===== src/include/rri_pkg.sv =====
// Package for the return and software-reset execution block.
// Assumes the fetch stage delivers one 16-bit instruction word per instruction cycle.
package rri_pkg;

   // ==========================================================================
   // Widths and sizes
   localparam int unsigned PC_W        = 21;
   localparam int unsigned DATA_W      = 8;
   localparam int unsigned INSTR_W     = 16;
   localparam int unsigned STACK_DEPTH = 31;
   localparam int unsigned LEVEL_W     = 5;

   // ==========================================================================
   // Quarter-cycle phases of one instruction cycle
   localparam logic [1:0] Q1 = 2'h0;
   localparam logic [1:0] Q2 = 2'h1;
   localparam logic [1:0] Q3 = 2'h2;
   localparam logic [1:0] Q4 = 2'h3;

   // ==========================================================================
   // Opcodes and field positions
   localparam logic [15:0] OP_SOFT_RESET    = 16'h00FF;
   localparam logic [15:0] OP_IRQ_RET_BASE  = 16'h0010;
   localparam logic [15:0] OP_IRQ_RET_MASK  = 16'hFFFE;
   localparam logic [7:0]  OP_LIT_RET_HIGH  = 8'h0C;
   localparam int unsigned SHADOW_FLAG_BIT  = 0;

   // ==========================================================================
   // Values after reset
   localparam logic [PC_W-1:0]   PC_RESET     = 21'h000000;
   localparam logic [DATA_W-1:0] W_RESET      = 8'h00;
   localparam logic [DATA_W-1:0] STATUS_RESET = 8'h00;
   localparam logic [DATA_W-1:0] BANK_RESET   = 8'h00;
   localparam logic [DATA_W-1:0] LATCH_RESET  = 8'h00;
   localparam logic [LEVEL_W-1:0] LEVEL_RESET = 5'h00;

   // ==========================================================================
   // Types
   typedef enum logic [1:0] {
      RRI_IDLE  = 2'b00,
      RRI_EXEC1 = 2'b01,
      RRI_EXEC2 = 2'b11
   } rri_state_t;

   typedef struct packed {
      logic [DATA_W-1:0] working;
      logic [DATA_W-1:0] status;
      logic [DATA_W-1:0] bank_select;
   } rri_ctx_t;

   typedef struct packed {
      logic [LEVEL_W-1:0] ptr;
      logic [PC_W-1:0]    top;
   } rri_stack_st_t;

   typedef struct packed {
      logic [1:0]         phase;
      rri_state_t         state;
      logic               busy;
      logic [INSTR_W-1:0] instr;
      rri_ctx_t           ctx;
      logic [PC_W-1:0]    pc;
      logic               global_high_irq_enable;
      logic               peripheral_low_irq_enable;
      logic [DATA_W-1:0]  pc_high_latch;
      logic [DATA_W-1:0]  pc_upper_latch;
      logic               soft_reset;
   } rri_core_st_t;

endpackage


===== src/hdl/rri_stack.sv =====
// Hardware return stack with a registered top entry.
// Assumes push and pop come from logic on the same clock; pop wins over push.
`timescale 1ns/1ps

module rri_stack #(
   parameter int unsigned DEPTH = rri_pkg::STACK_DEPTH,
   parameter int unsigned AW    = rri_pkg::PC_W
) (
   input  wire logic                         ref_clk_i,
   input  wire logic                         rst_n_i,
   input  wire logic                         flush_i,
   input  wire logic                         push_i,
   input  wire logic [AW-1:0]                push_data_i,
   input  wire logic                         pop_i,
   output logic      [AW-1:0]                top_o,
   output logic      [rri_pkg::LEVEL_W-1:0]  level_o
);

   // ==========================================================================
   // State
   rri_pkg::rri_stack_st_t s_r;
   rri_pkg::rri_stack_st_t s_nxt;
   logic [AW-1:0]          mem [DEPTH];
   logic [rri_pkg::LEVEL_W-1:0] below;

   // Entry just under the top; only read when the pointer is nonzero.
   assign below = s_r.ptr - 5'h01;

   // Pointer and top move together; an empty pop returns zero and keeps the level.
   always_comb begin
      s_nxt = s_r;
      if (flush_i) begin
         s_nxt.ptr = rri_pkg::LEVEL_RESET;
         s_nxt.top = rri_pkg::PC_RESET;
      end else if (pop_i) begin
         if (s_r.ptr != rri_pkg::LEVEL_RESET) begin
            s_nxt.ptr = below;
            s_nxt.top = mem[below];
         end else begin
            s_nxt.top = rri_pkg::PC_RESET;
         end
      end else if (push_i && (32'(s_r.ptr) < DEPTH)) begin
         s_nxt.ptr = s_r.ptr + 5'h01;
         s_nxt.top = push_data_i;
      end
   end

   // Lower entries need no reset; they are only read below a valid pointer.
   always_ff @(posedge ref_clk_i) begin
      if (!flush_i && !pop_i && push_i && (32'(s_r.ptr) < DEPTH)) begin
         mem[s_r.ptr] <= s_r.top;
      end
   end

   // State register.
   always_ff @(posedge ref_clk_i or negedge rst_n_i) begin
      if (!rst_n_i) begin
         s_r <= '0;
      end else begin
         s_r <= s_nxt;
      end
   end

   assign top_o   = s_r.top;
   assign level_o = s_r.ptr;

endmodule


===== src/hdl/rri_core.sv =====
// Execution of the software reset and the two return instructions.
// Assumes a same-clock fetch stage and four clocks per instruction cycle.
`timescale 1ns/1ps

module rri_core (
   input  wire logic                          ref_clk_i,
   input  wire logic                          rst_n_i,
   input  wire logic [rri_pkg::INSTR_W-1:0]   instr_i,
   input  wire logic                          instr_valid_i,
   input  wire logic                          priority_en_i,
   input  wire logic                          active_high_level_i,
   input  wire logic                          irq_disable_i,
   input  wire rri_pkg::rri_ctx_t             shadow_i,
   input  wire logic                          latch_we_i,
   input  wire logic [rri_pkg::DATA_W-1:0]    pc_high_latch_i,
   input  wire logic [rri_pkg::DATA_W-1:0]    pc_upper_latch_i,
   input  wire logic                          push_i,
   input  wire logic [rri_pkg::PC_W-1:0]      push_addr_i,
   output logic      [1:0]                    q_phase_o,
   output logic                               busy_o,
   output rri_pkg::rri_ctx_t                  ctx_o,
   output logic      [rri_pkg::PC_W-1:0]      pc_o,
   output logic                               global_high_irq_enable_o,
   output logic                               peripheral_low_irq_enable_o,
   output logic      [rri_pkg::DATA_W-1:0]    pc_high_latch_o,
   output logic      [rri_pkg::DATA_W-1:0]    pc_upper_latch_o,
   output logic      [rri_pkg::PC_W-1:0]      return_stack_top_o,
   output logic      [rri_pkg::LEVEL_W-1:0]   stack_level_o,
   output logic                               soft_reset_o
);

   // ==========================================================================
   // Decode helpers
   function automatic logic is_soft_reset(input logic [15:0] op);
      return op == rri_pkg::OP_SOFT_RESET;
   endfunction

   function automatic logic is_irq_ret(input logic [15:0] op);
      return (op & rri_pkg::OP_IRQ_RET_MASK) == rri_pkg::OP_IRQ_RET_BASE;
   endfunction

   function automatic logic is_lit_ret(input logic [15:0] op);
      return op[15:8] == rri_pkg::OP_LIT_RET_HIGH;
   endfunction

   // ==========================================================================
   // State
   rri_pkg::rri_core_st_t s_r;
   rri_pkg::rri_core_st_t s_nxt;
   logic                  pop;
   logic                  flush;
   logic [rri_pkg::PC_W-1:0] stack_top;
   logic                  at_q4_exec1;
   logic                  accept;

   // The last quarter of the first cycle is where every return does its work.
   assign at_q4_exec1 = (s_r.state == rri_pkg::RRI_EXEC1) && (s_r.phase == rri_pkg::Q4);
   assign accept      = (s_r.state == rri_pkg::RRI_IDLE) && (s_r.phase == rri_pkg::Q1)
                        && instr_valid_i
                        && (is_soft_reset(instr_i) || is_irq_ret(instr_i) || is_lit_ret(instr_i));

   // Next-state logic; the phase counter keeps running through a software reset
   // so that the core stays aligned to its quarter cycles.
   always_comb begin
      s_nxt            = s_r;
      pop              = 1'b0;
      flush            = 1'b0;
      s_nxt.soft_reset = 1'b0;
      s_nxt.phase      = s_r.phase + 2'h1;
      // Clears are applied first so that a set in the same cycle wins.
      if (irq_disable_i) begin
         s_nxt.global_high_irq_enable    = 1'b0;
         s_nxt.peripheral_low_irq_enable = 1'b0;
      end
      if (latch_we_i) begin
         s_nxt.pc_high_latch  = pc_high_latch_i;
         s_nxt.pc_upper_latch = pc_upper_latch_i;
      end
      unique case (s_r.state)
         rri_pkg::RRI_IDLE: begin
            if (accept) begin
               s_nxt.instr = instr_i;
               s_nxt.state = rri_pkg::RRI_EXEC1;
            end
         end
         rri_pkg::RRI_EXEC1: begin
            if ((s_r.phase == rri_pkg::Q2) && is_soft_reset(s_r.instr)) begin
               // Everything a master clear touches returns to its reset value.
               s_nxt.state                     = rri_pkg::RRI_IDLE;
               s_nxt.ctx.working               = rri_pkg::W_RESET;
               s_nxt.ctx.status                = rri_pkg::STATUS_RESET;
               s_nxt.ctx.bank_select           = rri_pkg::BANK_RESET;
               s_nxt.pc                        = rri_pkg::PC_RESET;
               s_nxt.global_high_irq_enable    = 1'b0;
               s_nxt.peripheral_low_irq_enable = 1'b0;
               s_nxt.pc_high_latch             = rri_pkg::LATCH_RESET;
               s_nxt.pc_upper_latch            = rri_pkg::LATCH_RESET;
               s_nxt.soft_reset                = 1'b1;
               flush                           = 1'b1;
            end else if (s_r.phase == rri_pkg::Q4) begin
               // The latches are left alone here on purpose.
               pop         = 1'b1;
               s_nxt.pc    = stack_top;
               s_nxt.state = rri_pkg::RRI_EXEC2;
               if (is_lit_ret(s_r.instr)) begin
                  s_nxt.ctx.working = s_r.instr[7:0];
               end else begin
                  if (s_r.instr[rri_pkg::SHADOW_FLAG_BIT]) begin
                     s_nxt.ctx = shadow_i;
                  end
                  if (!priority_en_i || active_high_level_i) begin
                     s_nxt.global_high_irq_enable = 1'b1;
                  end else begin
                     s_nxt.peripheral_low_irq_enable = 1'b1;
                  end
               end
            end
         end
         rri_pkg::RRI_EXEC2: begin
            // Second cycle is a no-operation that ends with the cycle.
            if (s_r.phase == rri_pkg::Q4) begin
               s_nxt.state = rri_pkg::RRI_IDLE;
            end
         end
         default: begin
            s_nxt.state = rri_pkg::RRI_IDLE;
         end
      endcase
      s_nxt.busy = (s_nxt.state != rri_pkg::RRI_IDLE);
   end

   // State register.
   always_ff @(posedge ref_clk_i or negedge rst_n_i) begin
      if (!rst_n_i) begin
         s_r <= '0;
      end else begin
         s_r <= s_nxt;
      end
   end

   // ==========================================================================
   // Return stack
   rri_stack #(
      .DEPTH (rri_pkg::STACK_DEPTH),
      .AW    (rri_pkg::PC_W)
   ) u_stack (
      .ref_clk_i   (ref_clk_i),
      .rst_n_i     (rst_n_i),
      .flush_i     (flush),
      .push_i      (push_i),
      .push_data_i (push_addr_i),
      .pop_i       (pop),
      .top_o       (stack_top),
      .level_o     (stack_level_o)
   );

   // Outputs straight from the state register; the stack top comes from the stack's own top register.
   assign q_phase_o                   = s_r.phase;
   assign busy_o                      = s_r.busy;
   assign ctx_o                       = s_r.ctx;
   assign pc_o                        = s_r.pc;
   assign global_high_irq_enable_o    = s_r.global_high_irq_enable;
   assign peripheral_low_irq_enable_o = s_r.peripheral_low_irq_enable;
   assign pc_high_latch_o             = s_r.pc_high_latch;
   assign pc_upper_latch_o            = s_r.pc_upper_latch;
   assign return_stack_top_o          = stack_top;
   assign soft_reset_o                = s_r.soft_reset;

   logic [7:0] lit_byte;
   logic       ret_op;
   logic       irq_ret_pop;
   assign lit_byte    = s_r.instr[7:0];
   assign ret_op      = !is_soft_reset(s_r.instr);
   assign irq_ret_pop = at_q4_exec1 && is_irq_ret(s_r.instr);
endmodule


===== config.mk =====
export PLATFORM = sky130hd
export DESIGN_NAME = rri_core
export DESIGN_NICKNAME = d
export VERILOG_FILES = /design/src/include/rri_pkg.sv /design/src/hdl/rri_stack.sv /design/src/hdl/rri_core.sv
export SDC_FILE = /design/constraint.sdc
export NUM_CORES = 1
export LEC_CHECK = 0
export BUFFER_PORTS_ARGS = -buffer_cell sky130_fd_sc_hd__clkbuf_2
export CORE_UTILIZATION = 25
export CTS_BUF_LIST = sky130_fd_sc_hd__clkbuf_8
export DETAILED_ROUTE_END_ITERATION = 10
export PLACE_DENSITY = 0.38
export SETUP_SLACK_MARGIN = 0.05
export SYNTH_ARGS = -nofsm -noshare
export SYNTH_HDL_FRONTEND = slang
export SYNTH_SLANG_ARGS = --single-unit
export TNS_END_PERCENT = 5

===== constraint.sdc =====
create_clock -name ref_clk_i -period 10.76 [get_ports ref_clk_i]
set_input_delay 1.076 -clock ref_clk_i [delete_from_list [all_inputs] [get_ports ref_clk_i]]
set_output_delay 1.076 -clock ref_clk_i [all_outputs]
set_load 0.05 [all_outputs]

==> reports/qor.txt <==
status: complete, no violations
Synth Net Count: 1987
crit path max fanout: 66
top layer in use: met5
Worst-Margin Slew: 1080 ps
Area contributors post-synth: edfxtp_1 (64%), dfrtp_1 (9.0%), mux4_2 (7.7%)
Finished Layout Cells: 3845
flop-to-flop setup slack: 6690 ps
Nets: 2200
CTS resizes: 0
clk sink count: 762
flops & latches, synth: 762
Setup-failing EPs final: 0
Sw Share: 0.365
LEAKAGE: 0.0128 uW
GRT Overall Usage: 0.148
Comb power frac: 0.327
Post-synth EDFFs: 651
Area Overhead vs Synth: 16.9%
Clk Latency, worst-skew pair: 810 ps
Period Utilization, post-route: 0.379
Setup crit end kind: register
Clock Skew: 37.5 ps
Reg power frac: 0.394
final setup margin: 6690 ps
Max-cap violations: 0
Sw Pwr: 3420 uW
Worst setup SP type: register
initial antenna violation count: 6
Buffers on Ports: 177
Synth Area in Simple Gates: 0.0718
dominant cell by count in the synthesized netlist: edfxtp_1
drt total wl: 92500 um
dpl cells: 3594
post-place setup slack: 6570 ps
Root Buffer: clkbuf_8
Yosys cell types: 60
Pre-antenna DRT Iters: 5
core area: 122000 sq um
GP Congestion: 0.756
Initial Util: 0.252
hpwl dp: 54100 um
Yosys Warn Count: 0
Routed WL per cell: 24.1 um
Die X: 353 um
RSZ-0062 raised after global routing: no
largest family of logic cells by synthesized area: multiplexers
worst setup path category: register to register
Clk pwr share: 0.279
H-tree lvl count: 4
sequential share of the synthesized area: 0.726
max_slew headroom: 0.281
Synth Flop Type: edfxtp_1
Post-Route Setup TNS: 0 ps
WL met1: 41900 um
Worst Path Required: 11440 ps
final cell utilization of the core: 0.295
share of flip-flops with an asynchronous set or reset: 0.146
CTS tree: built
mux cell area share after synthesis: 0.110
Synth top area share: 0.636
remaining antenna violation count: 0
synth cell count leaders: edfxtp_1 (651), nand2_1 (288), dfrtp_1 (111)
vias in the first global route: 18.3k
DR iter-0 viols: 1443
Synth Instances: 1895
I/O pins: 178
largest net degree at the start of global routing: 73
CTS Buf Count: 137
Slew Limit Fails: 0
Synth Area in Adders: 0.00285
Routed met2 length: 43100 um
P per Cell Area: 261 nW/um^2
Worst EP arrival: 4760 ps
num rows: 128
fmax: 245 MHz
worst hold path class: primary input to asynchronous set/reset pin
synthesized cell area: 30800 sq um
post-CTS setup buffer count: 0
Int Power: 5960 uW
xor and xnor area share after synthesis: 0.00285
first-pass GRT wire length: 133000 um
Met3 Wirelength: 5380 um
Die ar.: 124000 sq um
Avg Inst Size Synth: 16.2 sq um
leading area contributor after synthesis: edfxtp_1
vias per inst: 4.52
Worst VDD drop: 0.000146 V
drt drc: 0
Hold Fails Final Rpt: 0
CTS Hold Bufs: 0
routed vias: 17.4k
GRT overflow: 0
crit path time final: 4070 ps
layout cells sized above 1: 0.278
clock slew at reported path FFs: 60 ps
die height: 353 um
complex-gate fraction of the synthesized area: 0.0492
Clock Path Buffers: 3
-- layout by cell type, fill, tap and decap left out, drive strengths merged, types with 4 or more instances in the layout --
cell type	n
o21ai	32
mux2	31
mux4	105
nor2b	9
a211oi	23
edfxtp	651
clkbuf	336
clkinv	27
dfrtp	111
buf	72
mux2i	66
a31oi	23
clkinvlp	4
inv	67
nand2	289
ha	7
o22ai	6
nand3	107
a41oi	21
nor4	6
and2	4
a22o	42
xnor2	4
o31ai	7
o211ai	4
nor4b	4
nor2	76
a21oi	50
-- per-layer routing --
layer,vias up,global-route usage
met5,-,0
met4,6,0.0465
met3,147,0.0370
met2,511,0.235
met1,9045,0.198
li1,7677,-
-- logic make-up after synthesis --
kind of cell / Yosys count
AO/OA/AOI/OAI: 220
XOR/XNOR: 7
adder cells (fa/ha/maj): 7
buffers and inverters: 185
flip-flops: 762
multiplexers: 202
AND/OR/NAND/NOR: 512
-- sequential cells by signal, indices dropped and copies added, names as in the netlist, 8 cells and up --
signal / cells
u_stack.top_o: 21
u_stack.mem: 651
pc_upper_latch_o: 8
pc_o: 21
pc_high_latch_o: 8
ctx_o: 24
s_r: 10
lit_byte: 8
-- per-stage QoR --
stage | total power [uW] | hold WS [ps] | instance area, sq um
floorplan | 5850 | 440 | 30800
global placement | 6890 | 455 | 33300
detailed placement | 6910 | 456 | 33300
CTS | 9570 | 268 | 35900
global route | 9890 | 301 | 35900
finish | 9380 | 316 | 35900
-- cell type report --
type                    count  area [sq um]
clock buffers             160          2200
multi-input cells         948          7460
repair buffers            248          1420
clock inverters            88           447
diodes                      3          7.51
fillers                 12200         85900
flip-flops and latches    762         22300
well taps                1625          2030
inverters                  11          41.3
-- final timing paths --
| kind | start | end | cells after the start |
|---|---|---|---|
| max | u_stack.level_o[0] | u_stack.top_o[9] | 9 |
| min | rst_n_i | ctx_o[16] | 1 |
| max reg2reg | u_stack.level_o[0] | u_stack.top_o[9] | 9 |
| min reg2reg | ctx_o[6] | ctx_o[6] | 2 |
| max in group asynchronous | rst_n_i | u_stack.level_o[0] | 2 |
| min in group ref_clk_i | ctx_o[6] | ctx_o[6] | 2 |
-- critical path, cell delays in order, from the launching register on --
cell and delay (ps):
dfrtp_4 870, inv_1 280, ha_4 310, xor2_4 160, buf_4 410, buf_4 760
mux4_2 430, a21oi_1 230, a21oi_1 100, a22o_1 250
-- power groups by stage --
stage	sequential, uW	clock, uW	combinational, uW
final	3700	2610	3070
after floorplan	3860	0	1990
after CTS	3710	2710	3160
after global placement	3760	0	3130
after detailed placement	3770	0	3150
after global routing	3720	2830	3330
No activity file was read; power rests on OpenSTA's default activity.
